$ cat src/design/acs_defs.svh
`ifndef ACS_DEFS_SVH
`define ACS_DEFS_SVH

// ----------------------------------------
// register offsets
// ----------------------------------------
`define ACS_ADDR_SETUP 8'h65
`define ACS_ADDR_AVG 8'h68
`define ACS_ADDR_STATE 8'h6a
`define ACS_ADDR_CTRL 8'h70
`define ACS_ADDR_IRQ_STAT 8'h71
`define ACS_ADDR_IRQ_MASK 8'h72

// ----------------------------------------
// reset values
// ----------------------------------------
`define ACS_SETUP_RST 8'h01
`define ACS_AVG_RST 8'h61
`define ACS_CTRL_RST 8'h05

// ----------------------------------------
// field positions
// ----------------------------------------
`define ACS_REF_SEL_BIT 2
`define ACS_OFS_DEPTH_MSB 6
`define ACS_OFS_DEPTH_LSB 4
`define ACS_LIN_AVG_MSB 2
`define ACS_LIN_AVG_LSB 0
`define ACS_CTRL_RUN 0
`define ACS_CTRL_BG 1
`define ACS_CTRL_FG 2
`define ACS_CTRL_HALT 3
`define ACS_CTRL_HPH_MSB 5
`define ACS_CTRL_HPH_LSB 4
`define ACS_IRQ_FG 0
`define ACS_IRQ_STOP 1

// ----------------------------------------
// calibration constants
// ----------------------------------------
`define ACS_MID_CODE 12'h800
`define ACS_PHASE_BASE 12'h010
`define ACS_STAT_HOLD 3'h0
`define ACS_STAT_FORE 3'h1
`define ACS_STAT_BACK 3'h2
`define ACS_STAT_HALTED 3'h3
`define ACS_STAT_STILL 3'h4

`endif

$ cat src/design/acs_pkg.sv
package acs_pkg;

  typedef enum logic [2:0] {
    ACS_HOLD,
    ACS_FORE,
    ACS_BACK,
    ACS_HALTED,
    ACS_STILL
  } acs_state_type;

  typedef struct packed {
    acs_state_type state;
    logic [11:0] phase_cnt;
    logic [1:0] phase_idx;
    logic fore_done;
    logic stopped;
    logic [7:0] setup;
    logic [7:0] avg;
    logic [7:0] ctrl;
    logic [1:0] irq_stat;
    logic [1:0] irq_mask;
    logic [7:0] rdata;
    logic irq;
  } acs_regs_type;

  typedef struct packed {
    logic [6:0] os_cnt;
    logic [19:0] acc;
    logic [12:0] corr;
  } acs_avg_st_type;

endpackage : acs_pkg

$ cat src/design/acs_avg_if.sv
`timescale 1ns/1ps
interface acs_avg_if;
  logic active;
  logic clear;
  logic ref_sel;
  logic [2:0] os_depth;
  logic [12:0] corr;

  modport ctl (output active, output clear, output ref_sel, output os_depth, input corr);
  modport avg (input active, input clear, input ref_sel, input os_depth, output corr);
endinterface : acs_avg_if

$ cat src/design/acs_cal_regs.sv
`timescale 1ns/1ps
`include "acs_defs.svh"
module acs_cal_regs (
  input wire logic core_clk,
  input wire logic reset_n,
  input wire logic [7:0] reg_addr,
  input wire logic [7:0] reg_wdata,
  input wire logic reg_wr,
  input wire logic reg_rd,
  output logic [7:0] reg_rdata,
  input wire logic [11:0] primary_sample,
  input wire logic [11:0] spare_sample,
  output logic [12:0] offset_correction,
  output logic foreground_finished_flag,
  output logic background_halted_flag,
  output logic cal_irq
);
  acs_pkg::acs_regs_type st_r;
  acs_pkg::acs_regs_type st_nxt;
  acs_avg_if avg_bus ();

  logic run;
  logic background_calib_enable;
  logic foreground_calib_enable;
  logic halt_req;
  logic [1:0] halt_phase;
  logic offset_reference_select;
  logic [2:0] offset_avg_depth;
  logic [2:0] linearity_avg_depth;
  logic [11:0] phase_len;
  logic [11:0] phase_lim;
  logic phase_end;
  logic in_fg;
  logic in_bg;
  logic [2:0] stat_code;
  logic [1:0] irq_ev;

  // ----------------------------------------
  // control fields
  // ----------------------------------------
  assign run = st_r.ctrl[`ACS_CTRL_RUN];
  assign background_calib_enable = st_r.ctrl[`ACS_CTRL_BG];
  assign foreground_calib_enable = st_r.ctrl[`ACS_CTRL_FG];
  assign halt_req = st_r.ctrl[`ACS_CTRL_HALT];
  assign halt_phase = st_r.ctrl[`ACS_CTRL_HPH_MSB:`ACS_CTRL_HPH_LSB];
  assign offset_reference_select = st_r.setup[`ACS_REF_SEL_BIT];
  assign offset_avg_depth = st_r.avg[`ACS_OFS_DEPTH_MSB:`ACS_OFS_DEPTH_LSB];
  assign linearity_avg_depth = st_r.avg[`ACS_LIN_AVG_MSB:`ACS_LIN_AVG_LSB];

  // each phase lasts base << depth cycles, at most 2048
  assign phase_len = `ACS_PHASE_BASE << linearity_avg_depth;
  assign phase_lim = phase_len - 12'h001;
  assign phase_end = st_r.phase_cnt == phase_lim;
  assign in_fg = st_r.state == acs_pkg::ACS_FORE;
  assign in_bg = st_r.state == acs_pkg::ACS_BACK;

  always_comb begin
    unique case (st_r.state)
      acs_pkg::ACS_HOLD: stat_code = `ACS_STAT_HOLD;
      acs_pkg::ACS_FORE: stat_code = `ACS_STAT_FORE;
      acs_pkg::ACS_BACK: stat_code = `ACS_STAT_BACK;
      acs_pkg::ACS_HALTED: stat_code = `ACS_STAT_HALTED;
      acs_pkg::ACS_STILL: stat_code = `ACS_STAT_STILL;
      default: stat_code = `ACS_STAT_HOLD;
    endcase
  end

  // ----------------------------------------
  // offset averaging engine
  // ----------------------------------------
  assign avg_bus.active = in_fg || in_bg;
  assign avg_bus.clear = st_r.state == acs_pkg::ACS_HOLD;
  assign avg_bus.ref_sel = offset_reference_select;
  assign avg_bus.os_depth = offset_avg_depth;

  acs_offset_avg u_offset_avg (
    .core_clk(core_clk),
    .reset_n(reset_n),
    .bus(avg_bus),
    .primary_sample(primary_sample),
    .spare_sample(spare_sample)
  );

  // ----------------------------------------
  // sequencer, register file, interrupt
  // ----------------------------------------
  always_comb begin
    st_nxt = st_r;
    st_nxt.rdata = 8'h00;

    unique case (st_r.state)
      acs_pkg::ACS_HOLD: begin
        // calibration values cleared while held
        st_nxt.phase_cnt = 12'h000;
        st_nxt.phase_idx = 2'h0;
        st_nxt.fore_done = 1'b0;
        st_nxt.stopped = 1'b0;
        if (foreground_calib_enable) begin
          st_nxt.state = acs_pkg::ACS_FORE;
        end else begin
          st_nxt.fore_done = 1'b1;
          if (background_calib_enable) begin
            st_nxt.state = acs_pkg::ACS_BACK;
          end else begin
            st_nxt.state = acs_pkg::ACS_STILL;
            st_nxt.stopped = 1'b1;
          end
        end
      end
      acs_pkg::ACS_FORE: begin
        st_nxt.phase_cnt = st_r.phase_cnt + 12'h001;
        if (phase_end) begin
          st_nxt.phase_cnt = 12'h000;
          st_nxt.fore_done = 1'b1;
          if (background_calib_enable) begin
            st_nxt.state = acs_pkg::ACS_BACK;
          end else begin
            st_nxt.state = acs_pkg::ACS_STILL;
            st_nxt.stopped = 1'b1;
          end
        end
      end
      acs_pkg::ACS_BACK: begin
        if (!background_calib_enable) begin
          st_nxt.state = acs_pkg::ACS_STILL;
          st_nxt.stopped = 1'b1;
        end else begin
          st_nxt.phase_cnt = st_r.phase_cnt + 12'h001;
          if (phase_end) begin
            st_nxt.phase_cnt = 12'h000;
            st_nxt.phase_idx = st_r.phase_idx + 2'h1;
            // stop only on a phase boundary so the trims stay coherent
            if (halt_req && st_r.phase_idx == halt_phase) begin
              st_nxt.state = acs_pkg::ACS_HALTED;
              st_nxt.stopped = 1'b1;
            end
          end
        end
      end
      acs_pkg::ACS_HALTED: begin
        if (!background_calib_enable) begin
          st_nxt.state = acs_pkg::ACS_STILL;
        end else if (!halt_req) begin
          st_nxt.state = acs_pkg::ACS_BACK;
          st_nxt.stopped = 1'b0;
        end
      end
      acs_pkg::ACS_STILL: begin
        if (background_calib_enable) begin
          st_nxt.state = acs_pkg::ACS_BACK;
          st_nxt.stopped = 1'b0;
        end
      end
    endcase

    if (!run) begin
      st_nxt.state = acs_pkg::ACS_HOLD;
      st_nxt.phase_cnt = 12'h000;
      st_nxt.phase_idx = 2'h0;
      st_nxt.fore_done = 1'b0;
      st_nxt.stopped = 1'b0;
    end

    if (reg_rd) begin
      case (reg_addr)
        `ACS_ADDR_SETUP: st_nxt.rdata = st_r.setup;
        `ACS_ADDR_AVG: st_nxt.rdata = st_r.avg;
        `ACS_ADDR_STATE: st_nxt.rdata = {3'h0, stat_code, st_r.stopped, st_r.fore_done};
        `ACS_ADDR_CTRL: st_nxt.rdata = st_r.ctrl;
        `ACS_ADDR_IRQ_STAT: st_nxt.rdata = {6'h00, st_r.irq_stat};
        `ACS_ADDR_IRQ_MASK: st_nxt.rdata = {6'h00, st_r.irq_mask};
        default: st_nxt.rdata = 8'h00;
      endcase
    end

    if (reg_wr) begin
      case (reg_addr)
        `ACS_ADDR_SETUP: st_nxt.setup = reg_wdata;
        `ACS_ADDR_AVG: st_nxt.avg = reg_wdata;
        `ACS_ADDR_CTRL: st_nxt.ctrl = reg_wdata;
        `ACS_ADDR_IRQ_STAT: st_nxt.irq_stat = st_r.irq_stat & ~reg_wdata[1:0];
        `ACS_ADDR_IRQ_MASK: st_nxt.irq_mask = reg_wdata[1:0];
        default: st_nxt.irq_mask = st_nxt.irq_mask; // status and unmapped: no effect
      endcase
    end

    // events taken inside this process, so no loop through a separate net
    irq_ev[`ACS_IRQ_FG] = st_nxt.fore_done && !st_r.fore_done;
    irq_ev[`ACS_IRQ_STOP] = st_nxt.stopped && !st_r.stopped;
    // a flag rising in the clearing cycle is kept: set beats clear
    st_nxt.irq_stat = st_nxt.irq_stat | irq_ev;
    st_nxt.irq = |(st_nxt.irq_stat & st_nxt.irq_mask);
  end

  always_ff @(posedge core_clk or negedge reset_n) begin
    if (!reset_n) begin
      st_r <= '0;
      st_r.setup <= `ACS_SETUP_RST;
      st_r.avg <= `ACS_AVG_RST;
      st_r.ctrl <= `ACS_CTRL_RST;
    end else begin
      st_r <= st_nxt;
    end
  end

  assign reg_rdata = st_r.rdata;
  assign offset_correction = avg_bus.corr;
  assign foreground_finished_flag = st_r.fore_done;
  assign background_halted_flag = st_r.stopped;
  assign cal_irq = st_r.irq;
endmodule : acs_cal_regs

$ cat src/design/acs_offset_avg.sv
`timescale 1ns/1ps
`include "acs_defs.svh"
module acs_offset_avg (
  input wire logic core_clk,
  input wire logic reset_n,
  acs_avg_if.avg bus,
  input wire logic [11:0] primary_sample,
  input wire logic [11:0] spare_sample
);
  acs_pkg::acs_avg_st_type st_r;
  acs_pkg::acs_avg_st_type st_nxt;
  logic [11:0] target;
  logic [12:0] delta;
  logic [19:0] acc_sum;
  logic [19:0] acc_shr;
  logic [7:0] win_len;
  logic [6:0] os_lim;

  // ----------------------------------------
  // offset target and averaging window
  // ----------------------------------------
  assign target = bus.ref_sel ? spare_sample : `ACS_MID_CODE;
  assign delta = {1'b0, primary_sample} - {1'b0, target};
  assign acc_sum = st_r.acc + {{7{delta[12]}}, delta};
  assign acc_shr = $signed(acc_sum) >>> bus.os_depth;
  assign win_len = 8'h01 << bus.os_depth;
  assign os_lim = 7'(win_len - 8'h01);
  assign bus.corr = st_r.corr;

  always_comb begin
    st_nxt = st_r;
    if (bus.clear) begin
      st_nxt = '0;
    end else if (bus.active) begin
      // deeper averaging: longer window, less noise, slower tracking
      if (st_r.os_cnt >= os_lim) begin
        st_nxt.corr = acc_shr[12:0];
        st_nxt.acc = 20'h00000;
        st_nxt.os_cnt = 7'h00;
      end else begin
        st_nxt.acc = acc_sum;
        st_nxt.os_cnt = st_r.os_cnt + 7'h01;
      end
    end
  end

  always_ff @(posedge core_clk or negedge reset_n) begin
    if (!reset_n) begin
      st_r <= '0;
    end else begin
      st_r <= st_nxt;
    end
  end
endmodule : acs_offset_avg

$ cat config.mk
export PLATFORM = sky130hd
export DESIGN_NAME = acs_cal_regs
export DESIGN_NICKNAME = d
export VERILOG_FILES = /design/src/design/acs_pkg.sv /design/src/design/acs_avg_if.sv /design/src/design/acs_cal_regs.sv /design/src/design/acs_offset_avg.sv
export VERILOG_INCLUDE_DIRS = /design/src /design/src/design
export SDC_FILE = /design/constraint.sdc
export NUM_CORES = 1
export LEC_CHECK = 0
export BUFFER_PORTS_ARGS = -buffer_cell sky130_fd_sc_hd__buf_4
export CELL_PAD_IN_SITES_DETAIL_PLACEMENT = 0
export CELL_PAD_IN_SITES_GLOBAL_PLACEMENT = 2
export CORE_ASPECT_RATIO = 1.5
export CORE_MARGIN = 2
export CORE_UTILIZATION = 35
export DETAILED_ROUTE_END_ITERATION = 8
export PLACE_DENSITY = 0.74
export SLEW_MARGIN = 40
export SYNTH_ARGS = -nofsm -noshare
export SYNTH_HDL_FRONTEND = slang
export SYNTH_HIERARCHICAL = 1
export SYNTH_SLANG_ARGS = --single-unit
$ cat constraint.sdc
create_clock -name core_clk -period 5.54 [get_ports core_clk]
set_input_delay 0.554 -clock core_clk [delete_from_list [all_inputs] [get_ports core_clk]]
set_output_delay 0.554 -clock core_clk [all_outputs]
set_load 0.02 [all_outputs]
**After elaboration in Yosys (flattened, before gate mapping)**

Index checks and enable logic that the tools add are counted.

- Bits in registers: 96
- Latch bits: 0
- Memory bits (writable): 0
- ROM bits: 0
- Input bits: 44
- Output and inout port bits: 24
- Logic and storage cells: 105
- Memories: 0

- Add/subtract/negate cells: 7
- Multiply operators: 0
- Div/mod/pow operators: 0
- Order comparisons: 1
- Equal/unequal tests: 21
- Shift-type cells: 3
- Multiplexer cells: 37
- Bitwise operators: 4
- Reduce and logical (&&, ||, !) cells: 17

Operators with widths:

| cell | number |
|---|---|
| 2-to-1 mux 40 bit | 2 |
| == test 8 x 7 -> 1 bit, second input constant | 6 |
| one-hot mux 8 bit (6 select lines) | 1 |
| one-hot mux 12 bit (3 select lines) | 1 |
| 2-to-1 mux 27 bit | 1 |
| 2-to-1 mux 3 bit | 7 |
| adder 20 bit | 1 |
| >>> shifter 20 x 3 -> 13 bit | 1 |
| 2-to-1 mux 19 bit | 1 |
| 2-to-1 mux 17 bit | 1 |
| 2-to-1 mux 15 bit | 1 |
| one-hot mux 3 bit (5 select lines) | 1 |
| 2-to-1 mux 14 bit | 1 |
| 2-to-1 mux 13 bit | 1 |
| subtractor 12 x 12 -> 13 bit | 1 |
| adder 12 x 1 -> 12 bit, second input constant | 1 |
| == test 12 bit | 1 |
| 2-to-1 mux 12 bit | 1 |
| inequality test 3 bit, second input constant | 4 |
| one-hot mux 3 bit (4 select lines) | 1 |
| << shifter 5 x 3 -> 12 bit, first input constant | 1 |
| subtractor 12 x 1 -> 12 bit, second input constant | 1 |
| AND reduction 2 bit | 5 |
| 2-to-1 mux 1 bit | 8 |
| 30 further kinds | 40 |

**Logic depth before layout (Yosys ltp)**

- Word-level depth: 11
- Depth in mapped cells: 20
- Gate-level depth less buffers: 19

**By module**

Netlist, hierarchy kept.

Modules (own cells, without submodules):

| module | instances | cells each | area an instance (um^2) |
|---|---|---|---|
| acs_offset_avg | 1 | 493 | 4053.9 |
| acs_cal_regs | 1 | 313 | 3160.5 |

**Least setup slack after synthesis**

No wires, ideal clock.

- Path kind: input to register
- Start point: input port spare_sample[0]
- End point: register u_offset_avg.st_r (netlist bit u_offset_avg/bus.corr[12])
- Arrival: 4.453 ns
- Required time: 5.448 ns
- Path slack: 0.996 ns
- Cell stages on the path: 19
- Path through: and2_1 > ha_1 > fa_1 > nor2b_1 > o31ai_1 > a21oi_1 > a31oi_1 > o21ai_0 > inv_1 > ha_1 > buf_2 > a211o_1 > a211oi_1 > a21boi_1 > o41a_1 > o21ai_2 > nor3_1 > or4_1 > o31ai_2

- Longest elaborated chain between the ends: 7

Ends and longest elaborated chain:

| element | line | text |
|---|---|---|
| start: declaration | acs_cal_regs.sv:12 | `input wire logic [11:0] spare_sample,` |
| 2-to-1 mux 12 bit (no source line) | n/a |  |
| subtractor 12 x 12 -> 13 bit | acs_offset_avg.sv:23 | `assign delta = {1'b0, primary_sample} - {1'b0, target};` |
| adder 20 bit | acs_offset_avg.sv:24 | `assign acc_sum = st_r.acc + {{7{delta[12]}}, delta};` |
| >>> shifter 20 x 3 -> 13 bit | acs_offset_avg.sv:25 | `assign acc_shr = $signed(acc_sum) >>> bus.os_depth;` |
| 2-to-1 mux 13 bit | acs_offset_avg.sv:36 | `if (st_r.os_cnt >= os_lim) begin` |
| 2-to-1 mux 40 bit | acs_offset_avg.sv:34 | `end else if (bus.active) begin` |
| 2-to-1 mux 40 bit | acs_offset_avg.sv:32 | `if (bus.clear) begin` |
| end signal: assignment | acs_offset_avg.sv:51 | `st_r <= st_nxt;` |
| end: declaration | acs_offset_avg.sv:10 | `acs_pkg::acs_avg_st_type st_r;` |

Every way passes these cells. The select of a mux whose other input is x is not followed.
A chain may end at the register's enable or synchronous reset.

**Worst setup path after layout**

- Start point: register st_r (netlist bit avg_bus.ref_sel)
- End point: register u_offset_avg.st_r (netlist bit u_offset_avg/bus.corr[12])

- Longest elaborated chain between the ends: 7

Ends and longest elaborated chain:

| element | line | text |
|---|---|---|
| start: declaration | acs_cal_regs.sv:18 | `acs_pkg::acs_regs_type st_r;` |
| start signal: assignment | acs_cal_regs.sv:202 | `st_r <= st_nxt;` |
| 2-to-1 mux 12 bit (no source line) | n/a |  |
| subtractor 12 x 12 -> 13 bit | acs_offset_avg.sv:23 |  |
| adder 20 bit | acs_offset_avg.sv:24 |  |
| >>> shifter 20 x 3 -> 13 bit | acs_offset_avg.sv:25 |  |
| 2-to-1 mux 13 bit | acs_offset_avg.sv:36 |  |
| 2-to-1 mux 40 bit | acs_offset_avg.sv:34 |  |
| 2-to-1 mux 40 bit | acs_offset_avg.sv:32 |  |

Every way passes these cells. The select of a mux whose other input is x is not followed.

==> results list <==
* I/O Buffers: 67
- Fin crit share: 0.908
- After routing, the total negative slack on setup checks comes to 0 ns.
- Die height: between 150 and 200 µm
* Commonest cells in the synthesized netlist: sky130_fd_sc_hd__nand2_1 (105), sky130_fd_sc_hd__dfrtp_1 (90), sky130_fd_sc_hd__nor2_1 (71), sky130_fd_sc_hd__ha_1 (43), sky130_fd_sc_hd__a21oi_1 (42)
- IR analysis of the VDD net gives a maximum drop of between 100 and 150 µV.
- Remaining number of nets flagged by the antenna check after routing: 0
- The detailed router finished its first iteration with 273 violations.
* Synthesized-area fraction occupied by and/or/nand/nor cells: 0.189
* Setup bufs post-CTS: 0
- In the synthesized netlist the async set-or-reset flop fraction comes to 1.00.
* Die span in x: 121 µm
* Worst slack on hold paths: approximately 0.14 ns
- Leading cell type by number of instances after synthesis: sky130_fd_sc_hd__nand2_1
* Global-route congestion overflow total: 0
- Antenna fix cells: 0
- Counting distinct cell types in the post-synthesis netlist gives 82.
- The final max-slew violation count was 0.
* Critical path cell sequence: nand2_1 -> ha_1 -> nor2b_1 -> o21ai_0 -> a21boi_0 -> o21ai_0 -> a21oi_1 -> a41o_1 -> o41a_1 -> xor2_1 -> ha_1 -> nand2_1 -> and3b_1 -> o41a_1 -> xnor2_1 -> mux2_2 -> a2bb2o_2 -> o31ai_2
* Antenna violations before repair: 0
* Fraction of final layout cells with drive strength greater than 1: 0.183
- Yosys attributes the largest share of cell area to sky130_fd_sc_hd__dfrtp_1 (31%), sky130_fd_sc_hd__ha_1 (7.5%), sky130_fd_sc_hd__nand2_1 (5.5%), sky130_fd_sc_hd__mux2_2 (4.5%), sky130_fd_sc_hd__nor2_1 (3.7%).
- The core region is 0.0203 mm².
- Routability-driven placement finished with a final weighted congestion of between 0.8 and 0.9.
- The setup path with the least slack is of type reg -> reg.
- Compared with the post-synthesis result, the final layout area differs by 12.9%.
* Fillers: 2,108
- Storage cell area: 0.00241 mm²
- GR Util All Layers: 0.191
* Combinational family with the most area after synthesis: compound AO/OA/AOI/OAI gates
- Worst Path Arrival: 5.30 ns
- In this run, synthesis produced a sequential element count of 96.
* Yosys warning count: 6
* Worst-case clock buffer depth: 2
- TritonRoute pass-1 iters: 5
- The worst path needs between 5 and 6 ns of the cycle, external delays included.
* DR vias/cell: 5.51
- Final count of hold timing violations: 0
- First-pass GRT wire length: around 33 mm
- Across the run, the number of max-cap violations was 0.
- The internal portion of the total power is 0.00125 W.
- Post-synth EDFFs: 0
* CTS Root Cell: sky130_fd_sc_hd__clkbuf_16
* Via count of the first global-routing pass: around 6,400
- Worst-skew pair later-pin latency: around 0.37 ns
* Clock tree from TritonCTS: built
- In this run the power density over the cells is 225 mW/mm².
- The flow ran to the end, and the final reports show no timing, DRC or antenna violations.
- Setup repair after global routing left no endpoint under its margin.
* TritonCTS sink count: 96
- Leading register cell type out of synthesis: sky130_fd_sc_hd__dfrtp_1
- After synthesis, the share of cell area in mux cells is 0.0782.
- At the pin with the least slew margin, the transition time is 0.843 ns.
* HPWL after DPL: 15.3 mm
- Summed over all instances, the cell type with the most area after synthesis is sky130_fd_sc_hd__dfrtp_1.
* Drc violations: 0
- After detailed routing, the total wire length is around 20 mm.
* Largest net degree at the start of global routing: 63
- Net Sw Frac: 0.315
* Required time reported for the critical path endpoint: around 5.8 ns
* DR vias: about 6,100
- The share of total power dissipated in the clock network is 0.374.
- Area fraction in compound gates after synthesis: 0.196
* Proportion of synthesized chip area in sequential cells: 0.334
- Derived from the worst setup path, the maximum achievable clock frequency is between 0.15 and 0.2 GHz.
- Area of the die: about 0.022 mm²
* CP startpoint kind: flip-flop
- Between clock sinks in the finished design, the worst skew comes to around 0.012 ns.
* Clk slew on worst S/H paths: approximately 0.080 ns
- Averaged over all synthesized cells, the footprint is between 8 and 9 µm².
* Sequential share of power: 0.410
* Number of buffers created by CTS: 9
- H-tree depth: 3
- Path class of the lowest-slack min-delay path: in -> async
- Power Total: around 0.0018 W
- Adder-Cell Fraction of Synth Area: 0.0801
- Total I/O pin count: slightly below 70
- Combinational cell fraction of total power: 0.216
- After synthesis the cells add up to roughly 0.0072 mm².
- The analysis attributes to cell leakage a power of 3.62 nW.
- The final layout contains 926 nets.
* Effective utilization at floorplan: 0.355
* Number of setup violations in the final report: 0
- Type of element capturing the critical path: flip-flop
- Number of cell rows: 64
- Cells resized by post-CTS repair: 0
- Top-area cell type share of the netlist area: 0.312
- Post-synthesis xor/xnor area fraction: 0.0607
- Counting every net in the synthesized netlist gives slightly below 900.
- Crit Path Max Fanout: 14
* Slowest cell on the critical path: sky130_fd_sc_hd__dfrtp_1
* Gate Count Post-Synth: ~810
* Highest cell delay on the worst timing path: between 0.5 and 0.6 ns
* Hold bufs inserted after CTS: 0
- Power spent charging and discharging nets: 0.000578 W
* Area occupied by multi-input gates: between 0.004 and 0.005 mm²
- Measured against its own limit, the worst slew margin works out to 0.432.
- Wire length per cell after detailed routing: approximately 18 µm
==> power groups by stage <==
stage | Combinational (W) | Sequential, W | Clock (W)
after detailed placement | 0.000397 | 0.000764 | 0
final | 0.000396 | 0.000750 | 0.000685
after CTS | 0.000399 | 0.000750 | 0.000702
after global routing | 0.000442 | 0.000754 | 0.000732
after global placement | 0.000390 | 0.000764 | 0
after floorplan | 0.000274 | 0.000749 | 0
==> cell usage in the layout (no fill, tap or decap), types with 9 or more instances in the layout <==
| cell type | instances |
|---|---|
| sky130_fd_sc_hd__buf_4 | 75 |
| sky130_fd_sc_hd__nand3_1 | 21 |
| sky130_fd_sc_hd__nand4_1 | 10 |
| sky130_fd_sc_hd__nand2b_1 | 13 |
| sky130_fd_sc_hd__a21o_1 | 11 |
| sky130_fd_sc_hd__o21ai_0 | 36 |
| sky130_fd_sc_hd__a21oi_1 | 42 |
| sky130_fd_sc_hd__dfrtp_1 | 90 |
| sky130_fd_sc_hd__nor2b_1 | 9 |
| sky130_fd_sc_hd__inv_1 | 29 |
| sky130_fd_sc_hd__mux2_2 | 29 |
| sky130_fd_sc_hd__o31ai_1 | 18 |
| sky130_fd_sc_hd__nand2_1 | 105 |
| sky130_fd_sc_hd__xnor2_1 | 28 |
| sky130_fd_sc_hd__ha_1 | 43 |
| sky130_fd_sc_hd__clkbuf_16 | 9 |
| sky130_fd_sc_hd__nor3_1 | 9 |
| sky130_fd_sc_hd__xor2_1 | 22 |
| sky130_fd_sc_hd__nor2_1 | 70 |
==> sequential cells by signal, indices dropped and copies added, names as in the netlist <==
register and flops:
foreground_finished_flag 1, u_offset_avg/st_r 27, background_calib_enable 1, u_offset_avg/bus.corr 13, run 1, halt_req 1, cal_irq 1, foreground_calib_enable 1
linearity_avg_depth 3, avg_bus.os_depth 3, background_halted_flag 1, halt_phase 2, avg_bus.ref_sel 1, st_r 32, reg_rdata 8
==> final timing paths <==
check | from | endpoint | slack (ns) | depth (start not counted)
max reg2reg | avg_bus.ref_sel$_DFFE_PN0P_ | u_offset_avg/bus.corr[12]$_DFFE_PN0P_ | 0.51 | 18
max | avg_bus.ref_sel$_DFFE_PN0P_ | u_offset_avg/bus.corr[12]$_DFFE_PN0P_ | 0.51 | 18
min reg2reg | u_offset_avg/st_r[25]$_DFFE_PN0P_ | u_offset_avg/st_r[25]$_DFFE_PN0P_ | 0.48 | 2
min in group core_clk | reg_wdata[3] | st_r[32]$_DFFE_PN0P_ | 0.44 | 2
min | reset_n | st_r[46]$_DFFE_PN0P_ | 0.14 | 1
max in group asynchronous | reset_n | u_offset_avg/st_r[33]$_DFFE_PN0P_ | 4.45 | 2
==> critical path: cells and delay by family (launching register included) <==
family                   cells  cell delay [ns]
flip-flops                   1             0.58
adder cells (fa/ha/maj)      2             0.70
multiplexers                 1             0.25
AND/OR/NAND/NOR              4             0.58
XOR/XNOR                     2             0.55
AO/OA/AOI/OAI                9             2.28
==> final cells by class <==
class,count,area share
multi-input cells,624,0.537
flip-flops and latches,96,0.296
repair buffers,77,0.0739
well taps,264,0.0406
clock buffers,9,0.0277
inverters,29,0.0134
clock inverters,7,0.0114
==> per-layer routing <==
layer  GRT usage  part of all wire  vias up
met1       0.213              0.39     2988
met4      0.0823             0.034        0
met2       0.353              0.55       95
li1            -                 -     2969
met3      0.0270             0.023       37
met5           0                 0        -
==> stage by stage <==
stage	setup slack, ns	cell area (µm²)	instances	util
2_1_floorplan	0.996	7210	806	-
3_3_place_gp	0.699	7790	1089	0.383
3_5_place_dp	0.589	7810	1090	0.384
4_1_cts	0.536	8130	1106	0.400
5_1_grt	0.0298	8140	1106	0.400
6_report	0.511	8140	1106	0.400
==> kinds of logic (layout without fill, tap and decap cells) <==
family / after synthesis / after routing
DFF: 96 / 96
muxes: 44 / 44
xor gates and xnor gates: 50 / 50
AOI/OAI and AO/OA: 202 / 202
buffers and inverters: 86 / 122
adders and majority gates: 45 / 45
and+or+nand+nor: 283 / 283
(Power assumes the default switching activity.)
